`config.mk`:
```
export PLATFORM = sky130hd
export DESIGN_NAME = usbc_port_fault_protection
export DESIGN_NICKNAME = d
export VERILOG_FILES = /design/src/inc/fault_prot_pkg.sv /design/src/usbc_port_fault_protection.sv
export SDC_FILE = /design/constraint.sdc
export NUM_CORES = 1
export LEC_CHECK = 0
export ABC_AREA = 1
export BUFFER_PORTS_ARGS = -buffer_cell sky130_fd_sc_hd__buf_2
export CORE_MARGIN = 2
export CORE_UTILIZATION = 60
export DETAILED_ROUTE_END_ITERATION = 10
export PLACE_DENSITY = 0.83
export SKIP_LAST_GASP = 1
export SLEW_MARGIN = 10
export SYNTH_ARGS = -nofsm -noshare
export SYNTH_HDL_FRONTEND = slang
export SYNTH_SLANG_ARGS = --single-unit
```
`constraint.sdc`:
```
create_clock -name SYS_CLK_IN -period 2.1 [get_ports SYS_CLK_IN]
set_clock_uncertainty 0.1 [all_clocks]
set_input_delay 0.315 -clock SYS_CLK_IN [delete_from_list [all_inputs] [get_ports SYS_CLK_IN]]
set_output_delay 0.315 -clock SYS_CLK_IN [all_outputs]
set_load 0.005 [all_outputs]
```
`src/inc/fault_prot_pkg.sv`:
```
// Constants of the port fault-protection block: register offsets, field
// positions, reset values and the blanking-time base.
// Assumes the 40 MHz device clock; the bench repeats these numbers as literals and sets its own blanking unit.
package fault_prot_pkg;
	// Clock rate
	localparam int unsigned CLK_HZ = 40_000_000;

	// Register offsets
	localparam logic [7:0] OFS_FAULT_STATUS_MASK  = 8'h15;
	localparam logic [7:0] OFS_FAULT_CONTROL      = 8'h1B;
	localparam logic [7:0] OFS_POWER_CONTROL      = 8'h1C;
	localparam logic [7:0] OFS_FAULT_STATUS       = 8'h1F;
	localparam logic [7:0] OFS_SINK_DISC_THRESH   = 8'h72;
	localparam logic [7:0] OFS_EXTRA_STATUS       = 8'hA0;
	localparam logic [7:0] OFS_EXTRA_STATUS_MASK  = 8'hA2;
	localparam logic [7:0] OFS_VBUS_PROT_CONFIG   = 8'hA4;
	localparam logic [7:0] OFS_VCONN_PROT_CONFIG  = 8'hA6;
	localparam logic [7:0] OFS_FAULT_OUTPUT_SEL   = 8'hA8;

	// Reset values
	localparam logic [7:0]  RST_FAULT_STATUS_MASK = 8'hFF;
	localparam logic [7:0]  RST_FAULT_CONTROL     = 8'h07;
	localparam logic [7:0]  RST_POWER_CONTROL     = 8'h00;
	localparam logic [15:0] RST_SINK_DISC_THRESH  = 16'h0000;
	localparam logic [15:0] RST_EXTRA_MASK        = 16'hFFFF;
	localparam logic [15:0] RST_VBUS_PROT_CONFIG  = 16'h0050;
	localparam logic [15:0] RST_VCONN_PROT_CONFIG = 16'h0008;
	localparam logic [15:0] RST_FAULT_OUTPUT_SEL  = 16'h0000;

	// fault_control fields (enables)
	localparam int FC_VCONN_OC_EN = 0;
	localparam int FC_VBUS_OV_EN  = 1;
	localparam int FC_VBUS_OC_EN  = 2;
	// power_control fields
	localparam int PC_VCONN_SUPPLY_ON = 0;
	// fault_status fields
	localparam int FS_VCONN_OC = 1;
	localparam int FS_VBUS_OV  = 2;
	localparam int FS_VBUS_OC  = 3;
	// extra_status fields
	localparam int XS_SRC_UV   = 0;
	localparam int XS_SRC_RV   = 1;
	localparam int XS_VCONN_OV = 2;
	localparam int XS_VCONN_UV = 3;
	localparam int XS_VCONN_OT = 4;
	localparam int XS_VCONN_RV = 5;
	// vbus_protection_config fields
	localparam int VB_OC_THR_LSB  = 0;  // 0:3.6A 1:1.8A 2:4.8A 3:6.0A
	localparam int VB_OV_THR_LSB  = 2;  // 0:default 1:standard max 2:extended max
	localparam int VB_OV_EN       = 4;
	localparam int VB_UV_DISABLE  = 5;
	localparam int VB_RV_EN       = 6;
	localparam int VB_UV_BLANK_LSB = 8;
	// vconn_protection_config fields
	localparam int VC_OC_THR_LSB   = 0; // 0:400mA 1:600mA 2:800mA
	localparam int VC_UV_DISABLE   = 2;
	localparam int VC_OT_EN        = 3;
	localparam int VC_UV_BLANK_LSB = 4;
	// fault_output_select fields
	localparam int SEL_VBUS_OC  = 0;
	localparam int SEL_VBUS_OV  = 1;
	localparam int SEL_SRC_UV   = 2;
	localparam int SEL_VBUS_UV  = 3;
	localparam int SEL_VBUS_RV  = 4;
	localparam int SEL_VCONN_OC = 5;
	localparam int SEL_VCONN_OV = 6;
	localparam int SEL_VCONN_UV = 7;
	localparam int SEL_VCONN_OT = 8;
	localparam int SEL_VCONN_RV = 9;

	// Overvoltage threshold codes and the highest legal VCONN overcurrent code
	localparam logic [1:0] OV_THR_DEFAULT  = 2'h0;
	localparam logic [1:0] OV_THR_STD_MAX  = 2'h1;
	localparam logic [1:0] OV_THR_EXT_MAX  = 2'h2;
	localparam logic [1:0] VC_OC_THR_MAXCD = 2'h2;

	// Undervoltage blanking: (select + 1) units of this time
	localparam int unsigned UV_BLANK_UNIT_US  = 1000;
	localparam int unsigned UV_BLANK_UNIT_CYC = UV_BLANK_UNIT_US * (CLK_HZ / 1_000_000);
endpackage

```
`src/usbc_port_fault_protection.sv`:
```
// Fault-protection logic of a Type-C port: comparator events in, gate, discharge,
// supply and fault-pin actions out, registers on a simple byte-address port.
// Assumes comparator inputs synchronous to SYS_CLK_IN and transport outside.
// Function
// Overcurrent from current sense or GPIO counts as VBUS overcurrent when enabled.
// Source-role VBUS faults, VCONN heat or reverse: source gate off, then discharge.
// Sink-role overcurrent, overvoltage, VCONN heat or reverse: sink gate off.
// VBUS overcurrent sets its status bit; fault pin only when selected.
// Any VBUS fault with VCONN on: mux off, discharge, clear supply enable.
// VBUS overcurrent threshold selectable, 3.6A default, 1.8A, 4.8A, 6.0A.
// Enabled VBUS overvoltage sets its status bit; fault pin when selected.
// Overvoltage threshold: three codes as source, two as sink.
// Enabled source undervoltage sets its extra bit; fault pin when selected.
// Source undervoltage sets VBUS overcurrent bit when its enable is off and selected.
// Source undervoltage ignored from VBUS enable until blanking time ends.
// No sink undervoltage; sink disconnect compares VBUS against threshold register.
// Enabled source reverse voltage sets its extra bit; fault pin when selected.
// Reverse voltage sets VBUS overcurrent bit when enabled and selected.
// Manager disables reverse protection when path selects are equal.
// VCONN overcurrent: supply off, discharge, status bit, pin if selected.
// VCONN overcurrent threshold selectable, 400mA default, 600mA, 800mA.
// VCONN overvoltage: supply off, discharge, extra bit, pin, overcurrent bit.
// VCONN undervoltage: supply off, discharge, extra bit, pin, overcurrent bit.
// VCONN undervoltage ignored from VCONN enable until blanking time ends.
// VCONN over-temperature: supply off, VBUS gate off, extra bit, pin.
// VCONN reverse voltage: supply off, VBUS gate off, bits, pin.
// Fault pin released only when both status registers are clear.
// Status bits stick until cleared; unmasked set bits raise alert.
// Simultaneous faults all take every applicable action and status.
`timescale 1ns/1ps
module usbc_port_fault_protection #(
	parameter int unsigned UV_BLANK_UNIT_CYC = fault_prot_pkg::UV_BLANK_UNIT_CYC
) (
	input  wire logic        SYS_CLK_IN,
	input  wire logic        SYS_RST_IN,
	input  wire logic [7:0]  REG_ADDR_IN,
	input  wire logic [15:0] REG_WDATA_IN,
	input  wire logic        REG_WR_IN,
	input  wire logic        REG_RD_IN,
	output logic      [15:0] REG_RDATA_OUT,
	input  wire logic        SRC_GATE_REQ_IN,
	input  wire logic        SNK_GATE_REQ_IN,
	input  wire logic        CURRENT_SENSE_PAIR_OC_IN,
	input  wire logic        GPIO_OC_IN,
	input  wire logic        VBUS_OV_IN,
	input  wire logic        VBUS_UV_IN,
	input  wire logic        VBUS_RV_IN,
	input  wire logic        VCONN_OC_IN,
	input  wire logic        VCONN_OV_IN,
	input  wire logic        VCONN_UV_IN,
	input  wire logic        VCONN_OT_IN,
	input  wire logic        VCONN_RV_IN,
	input  wire logic [15:0] VBUS_LEVEL_IN,
	output logic             SRC_GATE_OUT,
	output logic             SNK_GATE_OUT,
	output logic             VBUS_DISCHARGE_OUT,
	output logic             VCONN_MUX_OUT,
	output logic             VCONN_DISCHARGE_OUT,
	output logic      [1:0]  VBUS_OC_THRESH_OUT,
	output logic      [1:0]  VBUS_OV_THRESH_OUT,
	output logic      [1:0]  VCONN_OC_THRESH_OUT,
	output logic             SINK_DISCONNECT_OUT,
	output logic             FAULT_OUT_N_OUT,
	output logic             ALERT_OUT
);
	localparam int BW = 18;
	if (UV_BLANK_UNIT_CYC < 1 || UV_BLANK_UNIT_CYC * 4 >= (1 << BW)) begin : g_blank_range
		$error("UV_BLANK_UNIT_CYC out of range for blanking counter");
	end

	logic [7:0]  fault_status_mask_ff;
	logic [7:0]  fault_control_ff;
	logic [7:0]  power_control_ff;
	logic [7:0]  fault_status_ff;
	logic [15:0] sink_disconnect_threshold_ff;
	logic [15:0] extra_status_ff;
	logic [15:0] extra_status_alert_mask_ff;
	logic [15:0] vbus_protection_config_ff;
	logic [15:0] vconn_protection_config_ff;
	logic [15:0] fault_output_select_ff;
	logic [7:0]  nxt_fault_status;
	logic [15:0] nxt_extra_status;
	logic        src_off_ff, snk_off_ff, src_req_d_ff, vconn_on_d_ff, src_off_d_ff;
	logic        fault_pin_ff, vbus_dis_ff;
	logic [BW-1:0] vbus_blank_ff, vconn_blank_ff;
	logic        wr_fc, wr_pc, wr_fs, wr_xs;
	logic        vbus_oc, vbus_ov, src_uv, src_rv;
	logic        vconn_oc, vconn_ov, vconn_uv, vconn_ot, vconn_rv;
	logic        vbus_fault, src_kill, snk_kill, vconn_kill, vconn_on;
	logic        pin_set;
	logic [15:0] sel;

	assign sel      = fault_output_select_ff;
	assign vconn_on = power_control_ff[fault_prot_pkg::PC_VCONN_SUPPLY_ON];
	assign wr_fc = REG_WR_IN && REG_ADDR_IN == fault_prot_pkg::OFS_FAULT_CONTROL;
	assign wr_pc = REG_WR_IN && REG_ADDR_IN == fault_prot_pkg::OFS_POWER_CONTROL;
	assign wr_fs = REG_WR_IN && REG_ADDR_IN == fault_prot_pkg::OFS_FAULT_STATUS;
	assign wr_xs = REG_WR_IN && REG_ADDR_IN == fault_prot_pkg::OFS_EXTRA_STATUS;

	// Qualified fault events; each is a level, repeated every cycle it lasts
	always_comb begin
		// either overcurrent source
		vbus_oc = fault_control_ff[fault_prot_pkg::FC_VBUS_OC_EN]
			&& (CURRENT_SENSE_PAIR_OC_IN || GPIO_OC_IN);
		// either enable arms it
		vbus_ov = VBUS_OV_IN && (fault_control_ff[fault_prot_pkg::FC_VBUS_OV_EN]
			|| vbus_protection_config_ff[fault_prot_pkg::VB_OV_EN]);
		// source role only, blanked after enable
		src_uv = VBUS_UV_IN && SRC_GATE_REQ_IN && src_req_d_ff && vbus_blank_ff == '0
			&& !vbus_protection_config_ff[fault_prot_pkg::VB_UV_DISABLE];
		// reverse voltage when enabled
		src_rv = VBUS_RV_IN && vbus_protection_config_ff[fault_prot_pkg::VB_RV_EN];
		vconn_oc = VCONN_OC_IN && fault_control_ff[fault_prot_pkg::FC_VCONN_OC_EN];
		vconn_ov = VCONN_OV_IN;
		// supply on, not disabled, blanking over
		vconn_uv = VCONN_UV_IN && vconn_on && vconn_on_d_ff && vconn_blank_ff == '0
			&& !vconn_protection_config_ff[fault_prot_pkg::VC_UV_DISABLE];
		vconn_ot = VCONN_OT_IN && vconn_protection_config_ff[fault_prot_pkg::VC_OT_EN];
		vconn_rv = VCONN_RV_IN;
	end

	// Shut-off decisions; every applicable action is taken together
	always_comb begin
		vbus_fault = vbus_oc || vbus_ov || src_uv || src_rv;
		// source gate kill
		src_kill = SRC_GATE_REQ_IN && (vbus_fault || vconn_ot || vconn_rv);
		// sink gate kill
		snk_kill = SNK_GATE_REQ_IN && (vbus_oc || vbus_ov || vconn_ot || vconn_rv);
		// supply kill
		vconn_kill = (vbus_fault && vconn_on) || vconn_oc || vconn_ov
			|| vconn_uv || vconn_ot || vconn_rv;
	end

	// Status set terms; set wins over a clear in the same cycle
	always_comb begin
		nxt_fault_status = fault_status_ff;
		if (wr_fs)
			nxt_fault_status = fault_status_ff & ~REG_WDATA_IN[7:0];
		// VBUS overcurrent bit and its aliases
		if (vbus_oc
			|| (src_uv && !fault_control_ff[fault_prot_pkg::FC_VBUS_OC_EN]
				&& sel[fault_prot_pkg::SEL_VBUS_UV])
			|| (src_rv && fault_control_ff[fault_prot_pkg::FC_VBUS_OC_EN]
				&& sel[fault_prot_pkg::SEL_VBUS_RV]))
			nxt_fault_status[fault_prot_pkg::FS_VBUS_OC] = 1'b1;
		// overvoltage bit
		if (vbus_ov)
			nxt_fault_status[fault_prot_pkg::FS_VBUS_OV] = 1'b1;
		// VCONN overcurrent bit
		if (vconn_oc || (fault_control_ff[fault_prot_pkg::FC_VCONN_OC_EN]
			&& ((vconn_ov && sel[fault_prot_pkg::SEL_VCONN_OV])
			|| (vconn_uv && sel[fault_prot_pkg::SEL_VCONN_UV])
			|| (vconn_rv && sel[fault_prot_pkg::SEL_VCONN_RV]))))
			nxt_fault_status[fault_prot_pkg::FS_VCONN_OC] = 1'b1;
		nxt_extra_status = extra_status_ff;
		if (wr_xs)
			nxt_extra_status = extra_status_ff & ~REG_WDATA_IN;
		// extra status bits
		nxt_extra_status[fault_prot_pkg::XS_SRC_UV]   |= src_uv;
		nxt_extra_status[fault_prot_pkg::XS_SRC_RV]   |= src_rv;
		nxt_extra_status[fault_prot_pkg::XS_VCONN_OV] |= vconn_ov;
		nxt_extra_status[fault_prot_pkg::XS_VCONN_UV] |= vconn_uv;
		nxt_extra_status[fault_prot_pkg::XS_VCONN_OT] |= vconn_ot;
		nxt_extra_status[fault_prot_pkg::XS_VCONN_RV] |= vconn_rv;
	end

	// sticky status registers
	always_ff @(posedge SYS_CLK_IN) begin
		if (SYS_RST_IN) begin
			fault_status_ff <= 8'h00;
			extra_status_ff <= 16'h0000;
		end else begin
			fault_status_ff <= nxt_fault_status;
			extra_status_ff <= nxt_extra_status;
		end
	end

	// Plain configuration registers; 8-bit ones take the low byte
	always_ff @(posedge SYS_CLK_IN) begin
		if (SYS_RST_IN) begin
			fault_status_mask_ff         <= fault_prot_pkg::RST_FAULT_STATUS_MASK;
			fault_control_ff             <= fault_prot_pkg::RST_FAULT_CONTROL;
			sink_disconnect_threshold_ff <= fault_prot_pkg::RST_SINK_DISC_THRESH;
			extra_status_alert_mask_ff   <= fault_prot_pkg::RST_EXTRA_MASK;
			vbus_protection_config_ff    <= fault_prot_pkg::RST_VBUS_PROT_CONFIG;
			vconn_protection_config_ff   <= fault_prot_pkg::RST_VCONN_PROT_CONFIG;
			fault_output_select_ff       <= fault_prot_pkg::RST_FAULT_OUTPUT_SEL;
		end else if (REG_WR_IN) begin
			unique case (REG_ADDR_IN)
				fault_prot_pkg::OFS_FAULT_STATUS_MASK: fault_status_mask_ff <= REG_WDATA_IN[7:0];
				fault_prot_pkg::OFS_FAULT_CONTROL:     fault_control_ff <= REG_WDATA_IN[7:0];
				fault_prot_pkg::OFS_SINK_DISC_THRESH:  sink_disconnect_threshold_ff <= REG_WDATA_IN;
				fault_prot_pkg::OFS_EXTRA_STATUS_MASK: extra_status_alert_mask_ff <= REG_WDATA_IN;
				fault_prot_pkg::OFS_VBUS_PROT_CONFIG:  vbus_protection_config_ff <= REG_WDATA_IN;
				fault_prot_pkg::OFS_VCONN_PROT_CONFIG: vconn_protection_config_ff <= REG_WDATA_IN;
				fault_prot_pkg::OFS_FAULT_OUTPUT_SEL:  fault_output_select_ff <= REG_WDATA_IN;
				default: ;
			endcase
		end
	end

	// Power control: a fault clearing the supply beats a software write
	always_ff @(posedge SYS_CLK_IN) begin
		if (SYS_RST_IN) begin
			power_control_ff <= fault_prot_pkg::RST_POWER_CONTROL;
		end else begin
			if (wr_pc)
				power_control_ff <= REG_WDATA_IN[7:0];
			// supply enable cleared
			if (vconn_kill)
				power_control_ff[fault_prot_pkg::PC_VCONN_SUPPLY_ON] <= 1'b0;
		end
	end

	// Gate shut-off latches hold until the path request is withdrawn
	always_ff @(posedge SYS_CLK_IN) begin
		if (SYS_RST_IN) begin
			src_off_ff    <= 1'b0;
			src_off_d_ff  <= 1'b0;
			vbus_dis_ff   <= 1'b0;
			snk_off_ff    <= 1'b0;
			src_req_d_ff  <= 1'b0;
			vconn_on_d_ff <= 1'b0;
		end else begin
			// source gate latch, then one discharge pulse
			src_off_ff    <= SRC_GATE_REQ_IN && (src_off_ff || src_kill);
			src_off_d_ff  <= src_off_ff;
			vbus_dis_ff   <= src_off_ff && !src_off_d_ff;
			// sink gate latch
			snk_off_ff    <= SNK_GATE_REQ_IN && (snk_off_ff || snk_kill);
			src_req_d_ff  <= SRC_GATE_REQ_IN;
			vconn_on_d_ff <= vconn_on;
		end
	end

	// Blanking counters start on the enable edge; select picks 1..4 units
	always_ff @(posedge SYS_CLK_IN) begin
		if (SYS_RST_IN) begin
			vbus_blank_ff  <= '0;
			vconn_blank_ff <= '0;
		end else begin
			// VBUS blanking
			if (SRC_GATE_REQ_IN && !src_req_d_ff)
				vbus_blank_ff <= BW'(UV_BLANK_UNIT_CYC) * BW'(32'(vbus_protection_config_ff[
					fault_prot_pkg::VB_UV_BLANK_LSB +: 2]) + 1);
			else if (vbus_blank_ff != '0)
				vbus_blank_ff <= vbus_blank_ff - 1'b1;
			// VCONN blanking
			if (vconn_on && !vconn_on_d_ff)
				vconn_blank_ff <= BW'(UV_BLANK_UNIT_CYC) * BW'(32'(vconn_protection_config_ff[
					fault_prot_pkg::VC_UV_BLANK_LSB +: 2]) + 1);
			else if (vconn_blank_ff != '0)
				vconn_blank_ff <= vconn_blank_ff - 1'b1;
		end
	end

	// Fault pin: any selected event pulls it low
	always_comb begin
		pin_set = (vbus_oc && sel[fault_prot_pkg::SEL_VBUS_OC])
			|| (vbus_ov && sel[fault_prot_pkg::SEL_VBUS_OV])
			|| (src_uv && sel[fault_prot_pkg::SEL_SRC_UV])
			|| (src_rv && sel[fault_prot_pkg::SEL_VBUS_RV])
			|| (vconn_oc && sel[fault_prot_pkg::SEL_VCONN_OC])
			|| (vconn_ov && sel[fault_prot_pkg::SEL_VCONN_OV])
			|| (vconn_uv && sel[fault_prot_pkg::SEL_VCONN_UV])
			|| (vconn_ot && sel[fault_prot_pkg::SEL_VCONN_OT])
			|| (vconn_rv && sel[fault_prot_pkg::SEL_VCONN_RV]);
	end

	// released only once both status registers are empty
	always_ff @(posedge SYS_CLK_IN) begin
		if (SYS_RST_IN)
			fault_pin_ff <= 1'b0;
		else if (pin_set)
			fault_pin_ff <= 1'b1;
		else if (nxt_fault_status == 8'h00 && nxt_extra_status == 16'h0000)
			fault_pin_ff <= 1'b0;
	end

	// Register read port, answered one cycle after the strobe
	always_ff @(posedge SYS_CLK_IN) begin
		if (SYS_RST_IN) begin
			REG_RDATA_OUT <= 16'h0000;
		end else if (REG_RD_IN) begin
			unique case (REG_ADDR_IN)
				fault_prot_pkg::OFS_FAULT_STATUS_MASK: REG_RDATA_OUT <= {8'h00, fault_status_mask_ff};
				fault_prot_pkg::OFS_FAULT_CONTROL:     REG_RDATA_OUT <= {8'h00, fault_control_ff};
				fault_prot_pkg::OFS_POWER_CONTROL:     REG_RDATA_OUT <= {8'h00, power_control_ff};
				fault_prot_pkg::OFS_FAULT_STATUS:      REG_RDATA_OUT <= {8'h00, fault_status_ff};
				fault_prot_pkg::OFS_SINK_DISC_THRESH:  REG_RDATA_OUT <= sink_disconnect_threshold_ff;
				fault_prot_pkg::OFS_EXTRA_STATUS:      REG_RDATA_OUT <= extra_status_ff;
				fault_prot_pkg::OFS_EXTRA_STATUS_MASK: REG_RDATA_OUT <= extra_status_alert_mask_ff;
				fault_prot_pkg::OFS_VBUS_PROT_CONFIG:  REG_RDATA_OUT <= vbus_protection_config_ff;
				fault_prot_pkg::OFS_VCONN_PROT_CONFIG: REG_RDATA_OUT <= vconn_protection_config_ff;
				fault_prot_pkg::OFS_FAULT_OUTPUT_SEL:  REG_RDATA_OUT <= fault_output_select_ff;
				default:                               REG_RDATA_OUT <= 16'h0000;
			endcase
		end
	end

	// Outputs; discharge pulses follow the gate or mux turning off
	always_comb begin
		SRC_GATE_OUT        = SRC_GATE_REQ_IN && !src_off_ff;
		SNK_GATE_OUT        = SNK_GATE_REQ_IN && !snk_off_ff;
		// discharge one cycle after gate off
		VBUS_DISCHARGE_OUT  = vbus_dis_ff;
		VCONN_MUX_OUT       = vconn_on;
		VCONN_DISCHARGE_OUT = vconn_on_d_ff && !vconn_on;
		// overcurrent threshold code
		VBUS_OC_THRESH_OUT  = vbus_protection_config_ff[fault_prot_pkg::VB_OC_THR_LSB +: 2];
		// sink role has no default code; it falls to standard max
		VBUS_OV_THRESH_OUT  = vbus_protection_config_ff[fault_prot_pkg::VB_OV_THR_LSB +: 2];
		if (SNK_GATE_REQ_IN && VBUS_OV_THRESH_OUT == fault_prot_pkg::OV_THR_DEFAULT)
			VBUS_OV_THRESH_OUT = fault_prot_pkg::OV_THR_STD_MAX;
		// VCONN threshold, illegal code falls to default
		VCONN_OC_THRESH_OUT = vconn_protection_config_ff[fault_prot_pkg::VC_OC_THR_LSB +: 2];
		if (VCONN_OC_THRESH_OUT > fault_prot_pkg::VC_OC_THR_MAXCD)
			VCONN_OC_THRESH_OUT = 2'h0;
		// sink disconnect compare
		SINK_DISCONNECT_OUT = SNK_GATE_REQ_IN && VBUS_LEVEL_IN < sink_disconnect_threshold_ff;
		FAULT_OUT_N_OUT     = !fault_pin_ff;
		// masked alert
		ALERT_OUT = |(fault_status_ff & fault_status_mask_ff)
			|| |(extra_status_ff & extra_status_alert_mask_ff);
	end

	// Checks
	chk_vbus_oc_sticky: assert property (@(posedge SYS_CLK_IN) disable iff (SYS_RST_IN)
		vbus_oc |=> fault_status_ff[fault_prot_pkg::FS_VBUS_OC])
		else $error("VBUS overcurrent bit not set");
	chk_src_gate_off: assert property (@(posedge SYS_CLK_IN) disable iff (SYS_RST_IN)
		src_kill ##1 SRC_GATE_REQ_IN |-> !SRC_GATE_OUT)
		else $error("Source gate stayed on after fault");
	chk_snk_gate_off: assert property (@(posedge SYS_CLK_IN) disable iff (SYS_RST_IN)
		snk_kill ##1 SNK_GATE_REQ_IN |-> !SNK_GATE_OUT)
		else $error("Sink gate stayed on after fault");
	chk_vconn_cleared: assert property (@(posedge SYS_CLK_IN) disable iff (SYS_RST_IN)
		(vbus_fault && vconn_on) |=> !VCONN_MUX_OUT && VCONN_DISCHARGE_OUT)
		else $error("VCONN not shut off on VBUS fault");
	chk_uv_alias: assert property (@(posedge SYS_CLK_IN) disable iff (SYS_RST_IN)
		src_uv && !fault_control_ff[fault_prot_pkg::FC_VBUS_OC_EN]
		&& sel[fault_prot_pkg::SEL_VBUS_UV] |=> fault_status_ff[fault_prot_pkg::FS_VBUS_OC])
		else $error("Undervoltage did not set overcurrent bit");
	chk_uv_blanked: assert property (@(posedge SYS_CLK_IN) disable iff (SYS_RST_IN)
		$rose(SRC_GATE_REQ_IN) |-> !src_uv [*2])
		else $error("Undervoltage seen inside blanking");
	chk_vconn_oc_set: assert property (@(posedge SYS_CLK_IN) disable iff (SYS_RST_IN)
		vconn_oc |=> fault_status_ff[fault_prot_pkg::FS_VCONN_OC] && !VCONN_MUX_OUT)
		else $error("VCONN overcurrent action missing");
	chk_ot_extra: assert property (@(posedge SYS_CLK_IN) disable iff (SYS_RST_IN)
		vconn_ot |=> extra_status_ff[fault_prot_pkg::XS_VCONN_OT])
		else $error("Over-temperature bit not set");
	chk_pin_hold: assert property (@(posedge SYS_CLK_IN) disable iff (SYS_RST_IN)
		!FAULT_OUT_N_OUT && (nxt_fault_status != 8'h00 || nxt_extra_status != 16'h0000)
		|=> !FAULT_OUT_N_OUT)
		else $error("Fault pin released with status pending");
	chk_pin_selected: assert property (@(posedge SYS_CLK_IN) disable iff (SYS_RST_IN)
		vbus_ov && sel[fault_prot_pkg::SEL_VBUS_OV] |=> !FAULT_OUT_N_OUT)
		else $error("Fault pin not driven for selected overvoltage");
endmodule

```
==> results by group <==
Placed design
  – HPWL after detailed placement: 19200 um
  – PortBufs: 85
  – Area after DPL: 9920 sq um
  – Dpl ws: 0.0557 ns
  – RD Place Congestion: 1.02

Timing
  – Setup TNS Final: -0.170 ns
  – Fin crit period: 2.25 ns
  – Final period utilization: 1.07
  – Max Slew Vio Count: 0
  – Fmax: 445 MHz
  – Final setup margin: -0.149 ns
  – Final setup fails: 2
  – Worst slew pin tran: 0.586 ns
  – Final Hold Viols: 0
  – Unrepaired setup endpoints after global routing: true
  – Max_slew headroom: 0.609

Worst hold path
  – Min-delay worst type: in -> reg

Routing
  – Vias: 9319
  – Met3 WL: 2500 um
  – Met1 wire length: 11500 um
  – Initial DRC Count: 1137
  – 1st-pass router iterations: 7
  – DRC violations left: 0
  – Wire length on met2: 11900 um
  – Antenna Nets Post-Route: 0
  – Vias per std cell: 5.88
  – Post-Route WL: 27200 um
  – WL/cell: 17.1 um
  – Max layer used: met4

Synthesis
  – Synth top area share: 0.406
  – Post-synthesis cell type count: 37
  – Cell taking the most area after synthesis: dfxtp_1
  – EDFF count, synth: 0
  – Syn_nets: 1386
  – Netlist Area Pre-Place: 9210 sq um
  – Top cells by area, synth: dfxtp_1 (41%), a21oi_1 (9.0%), inv_1 (7.3%)
  – Compound-Gate Fraction of Synth Area: 0.222
  – Syn avg cell area: 7.09 sq um
  – Post-synthesis sequential area ratio: 0.406
  – Synth warnings: 0
  – Most numerous cell in the Yosys netlist: dfxtp_1
  – Seq cells post-synth: 187
  – Largest family of logic cells by synthesized area: compound AO/OA/AOI/OAI gates
  – Simple-Gate Fraction of Synth Area: 0.204
  – Share of synthesized flip-flops with an asynchronous set or reset: 0
  – Mux contribution to synthesized area: 0
  – Synth Area in XOR/XNOR: 0.0200
  – Post-Synthesis Cells: 1299
  – Main flop type after synthesis: dfxtp_1
  – Adder-cell share of the synthesized area: 0.0421
  – Top cells by count, synth: dfxtp_1 (187), inv_1 (180), nand2_1 (178)

Critical path
  – Crit path capture type: output port
  – Crit path arrival time: 1.83 ns
  – CP Class: reg -> out
  – Worst endpoint required time: 1.68 ns
  – CP Max Fanout: 2
  – Startpoint types: flip-flop

Global route
  – Global route total overflow: 0
  – Antenna violations before repair: 0
  – Largest net degree at the start of global routing: 80
  – Number of global-route vias before repair: 8547
  – Gr usage total: 0.333
  – First-pass GRT wire length: 42800 um

Floorplanning
  – Die ar.: 16400 sq um
  – Core box area: 15100 sq um
  – # rows: 45
  – Die Ht: 128 um
  – IO Pins: 86
  – Initial Util: 0.611
  – Horiz. Die Dim: 128 um

Clocking
  – CTS H-tree depth: 4
  – CTS root buffer: clkbuf_16
  – Num CTS Buffers: 17
  – Worst-Skew Late Latency: 0.44 ns
  – CTS Hold Bufs: 0
  – CTS tree: done
  – Clock Path Buffers: 2
  – Clock sinks: 187
  – Clk pin slew, worst setup/hold paths: 0.07 ns

Final layout
  – Fill cells: 1234
  – Final instance area: 10700 sq um
  – Largest regs: vbus_blank_ff: 18 flops, vconn_blank_ff: 18 flops
  – Share of layout cells above drive strength 1: 0.158
  – Synthesis-to-layout area growth: 16.0%
  – Antenna diodes: 0
  – Final nets: 1471

Flow run
  – Max-Cap Viols: 0

Outcome
  – Status: complete, but fails checks
  – Failing checks: setup timing

Power and ir drop
  – Pwr/cell area: 871 nW/um^2
  – Max VDD drop: 0.000642 V
  – Leakage: 0.00456 uW
  – Power Total: 9310 uW
[timing repair]
action | CTS | global route
setup endpoints to repair | 2 | 6
pin swaps | 6 | 10
buffers inserted | 1 | 7
gates resized for setup | 10 | 27
[path summary, 6_finish.rpt]
check	start	endpoint	slack (ns)	cells after the start
setup / recovery	sink_disconnect_threshold_ff[1]	SINK_DISCONNECT_OUT	-0.15	12
hold / removal	REG_WDATA_IN[11]	extra_status_alert_mask_ff[11]	0.09	3
setup reg to reg	vbus_blank_ff[10]	fault_pin_ff	0.17	11
hold reg to reg	src_off_d_ff	VBUS_DISCHARGE_OUT	0.30	1
[stage by stage]
step	hold slack [ns]	cells	util
2_1_floorplan	0.276	1299	-
3_3_place_gp	0.281	1545	0.657
3_5_place_dp	0.283	1545	0.657
4_1_cts	0.0755	1578	0.700
5_1_grt	0.0959	1585	0.708
6_report	0.0881	1585	0.708
[critical path: stages, from the launching register on]
cell and delay (ns):
dfxtp_2 0.33, inv_2 0.04, ha_4 0.25, o21ai_2 0.04, nand2_1 0.07, nand3_2 0.07, nand2_2 0.07, nand3_2 0.06
a21oi_2 0.13, o21ai_1 0.07, nand4_1 0.08, nor2_1 0.05, buf_2 0.14
[logic make-up after synthesis]
family	count (synthesis)
buffers and inverters	252
adders and majority gates	31
xor gates and xnor gates	21
DFF	187
and+or+nand+nor	428
AOI/OAI and AO/OA	380
[layout make-up]
class	count	area (sq um)	area share
Tap cell	188	235	0.0220
Clock inverter	11	133	0.0124
Sequential cell	187	3750	0.351
Timing Repair Buffer	126	786	0.0736
Multi-Input combinational cell	860	4590	0.429
Clock buffer	21	470	0.0440
Inverter	192	721	0.0675
[power by group]
group	switching, uW	total (uW)	internal [uW]
Combinational	1340	2080	738
Clock	1410	3270	1860
Sequential	188	3960	3770
[layer usage]
layer,GRT usage,vias up
met5,0,-
met4,0.160,0
met3,0.0768,111
met2,0.517,487
met1,0.439,4209
li1,-,4512
[cell usage in the layout, fill, tap and decap left out, types with 3 or more instances in the layout]
cell type	instances
buf_4	38
inv_6	3
o31ai_1	9
nor2_2	7
xnor2_1	9
nand4_1	22
ha_1	28
nor4_1	5
clkbuf_16	17
xor2_1	12
nand3b_1	6
nor3_1	15
buf_12	4
nor2_4	3
dfxtp_1	182
o211ai_1	3
nand3_1	59
dfxtp_2	5
nor3_2	4
or2_2	5
buf_2	84
a31oi_1	9
clkbuf_8	3
inv_1	167
nand3_2	3
o21ai_1	12
ha_4	3
nor2_1	117
o21ai_0	115
inv_2	25
o22ai_1	55
nand2_1	177
a211oi_1	5
clkinv_4	3
a21oi_1	162
No activity file was read; power rests on OpenSTA's default activity.
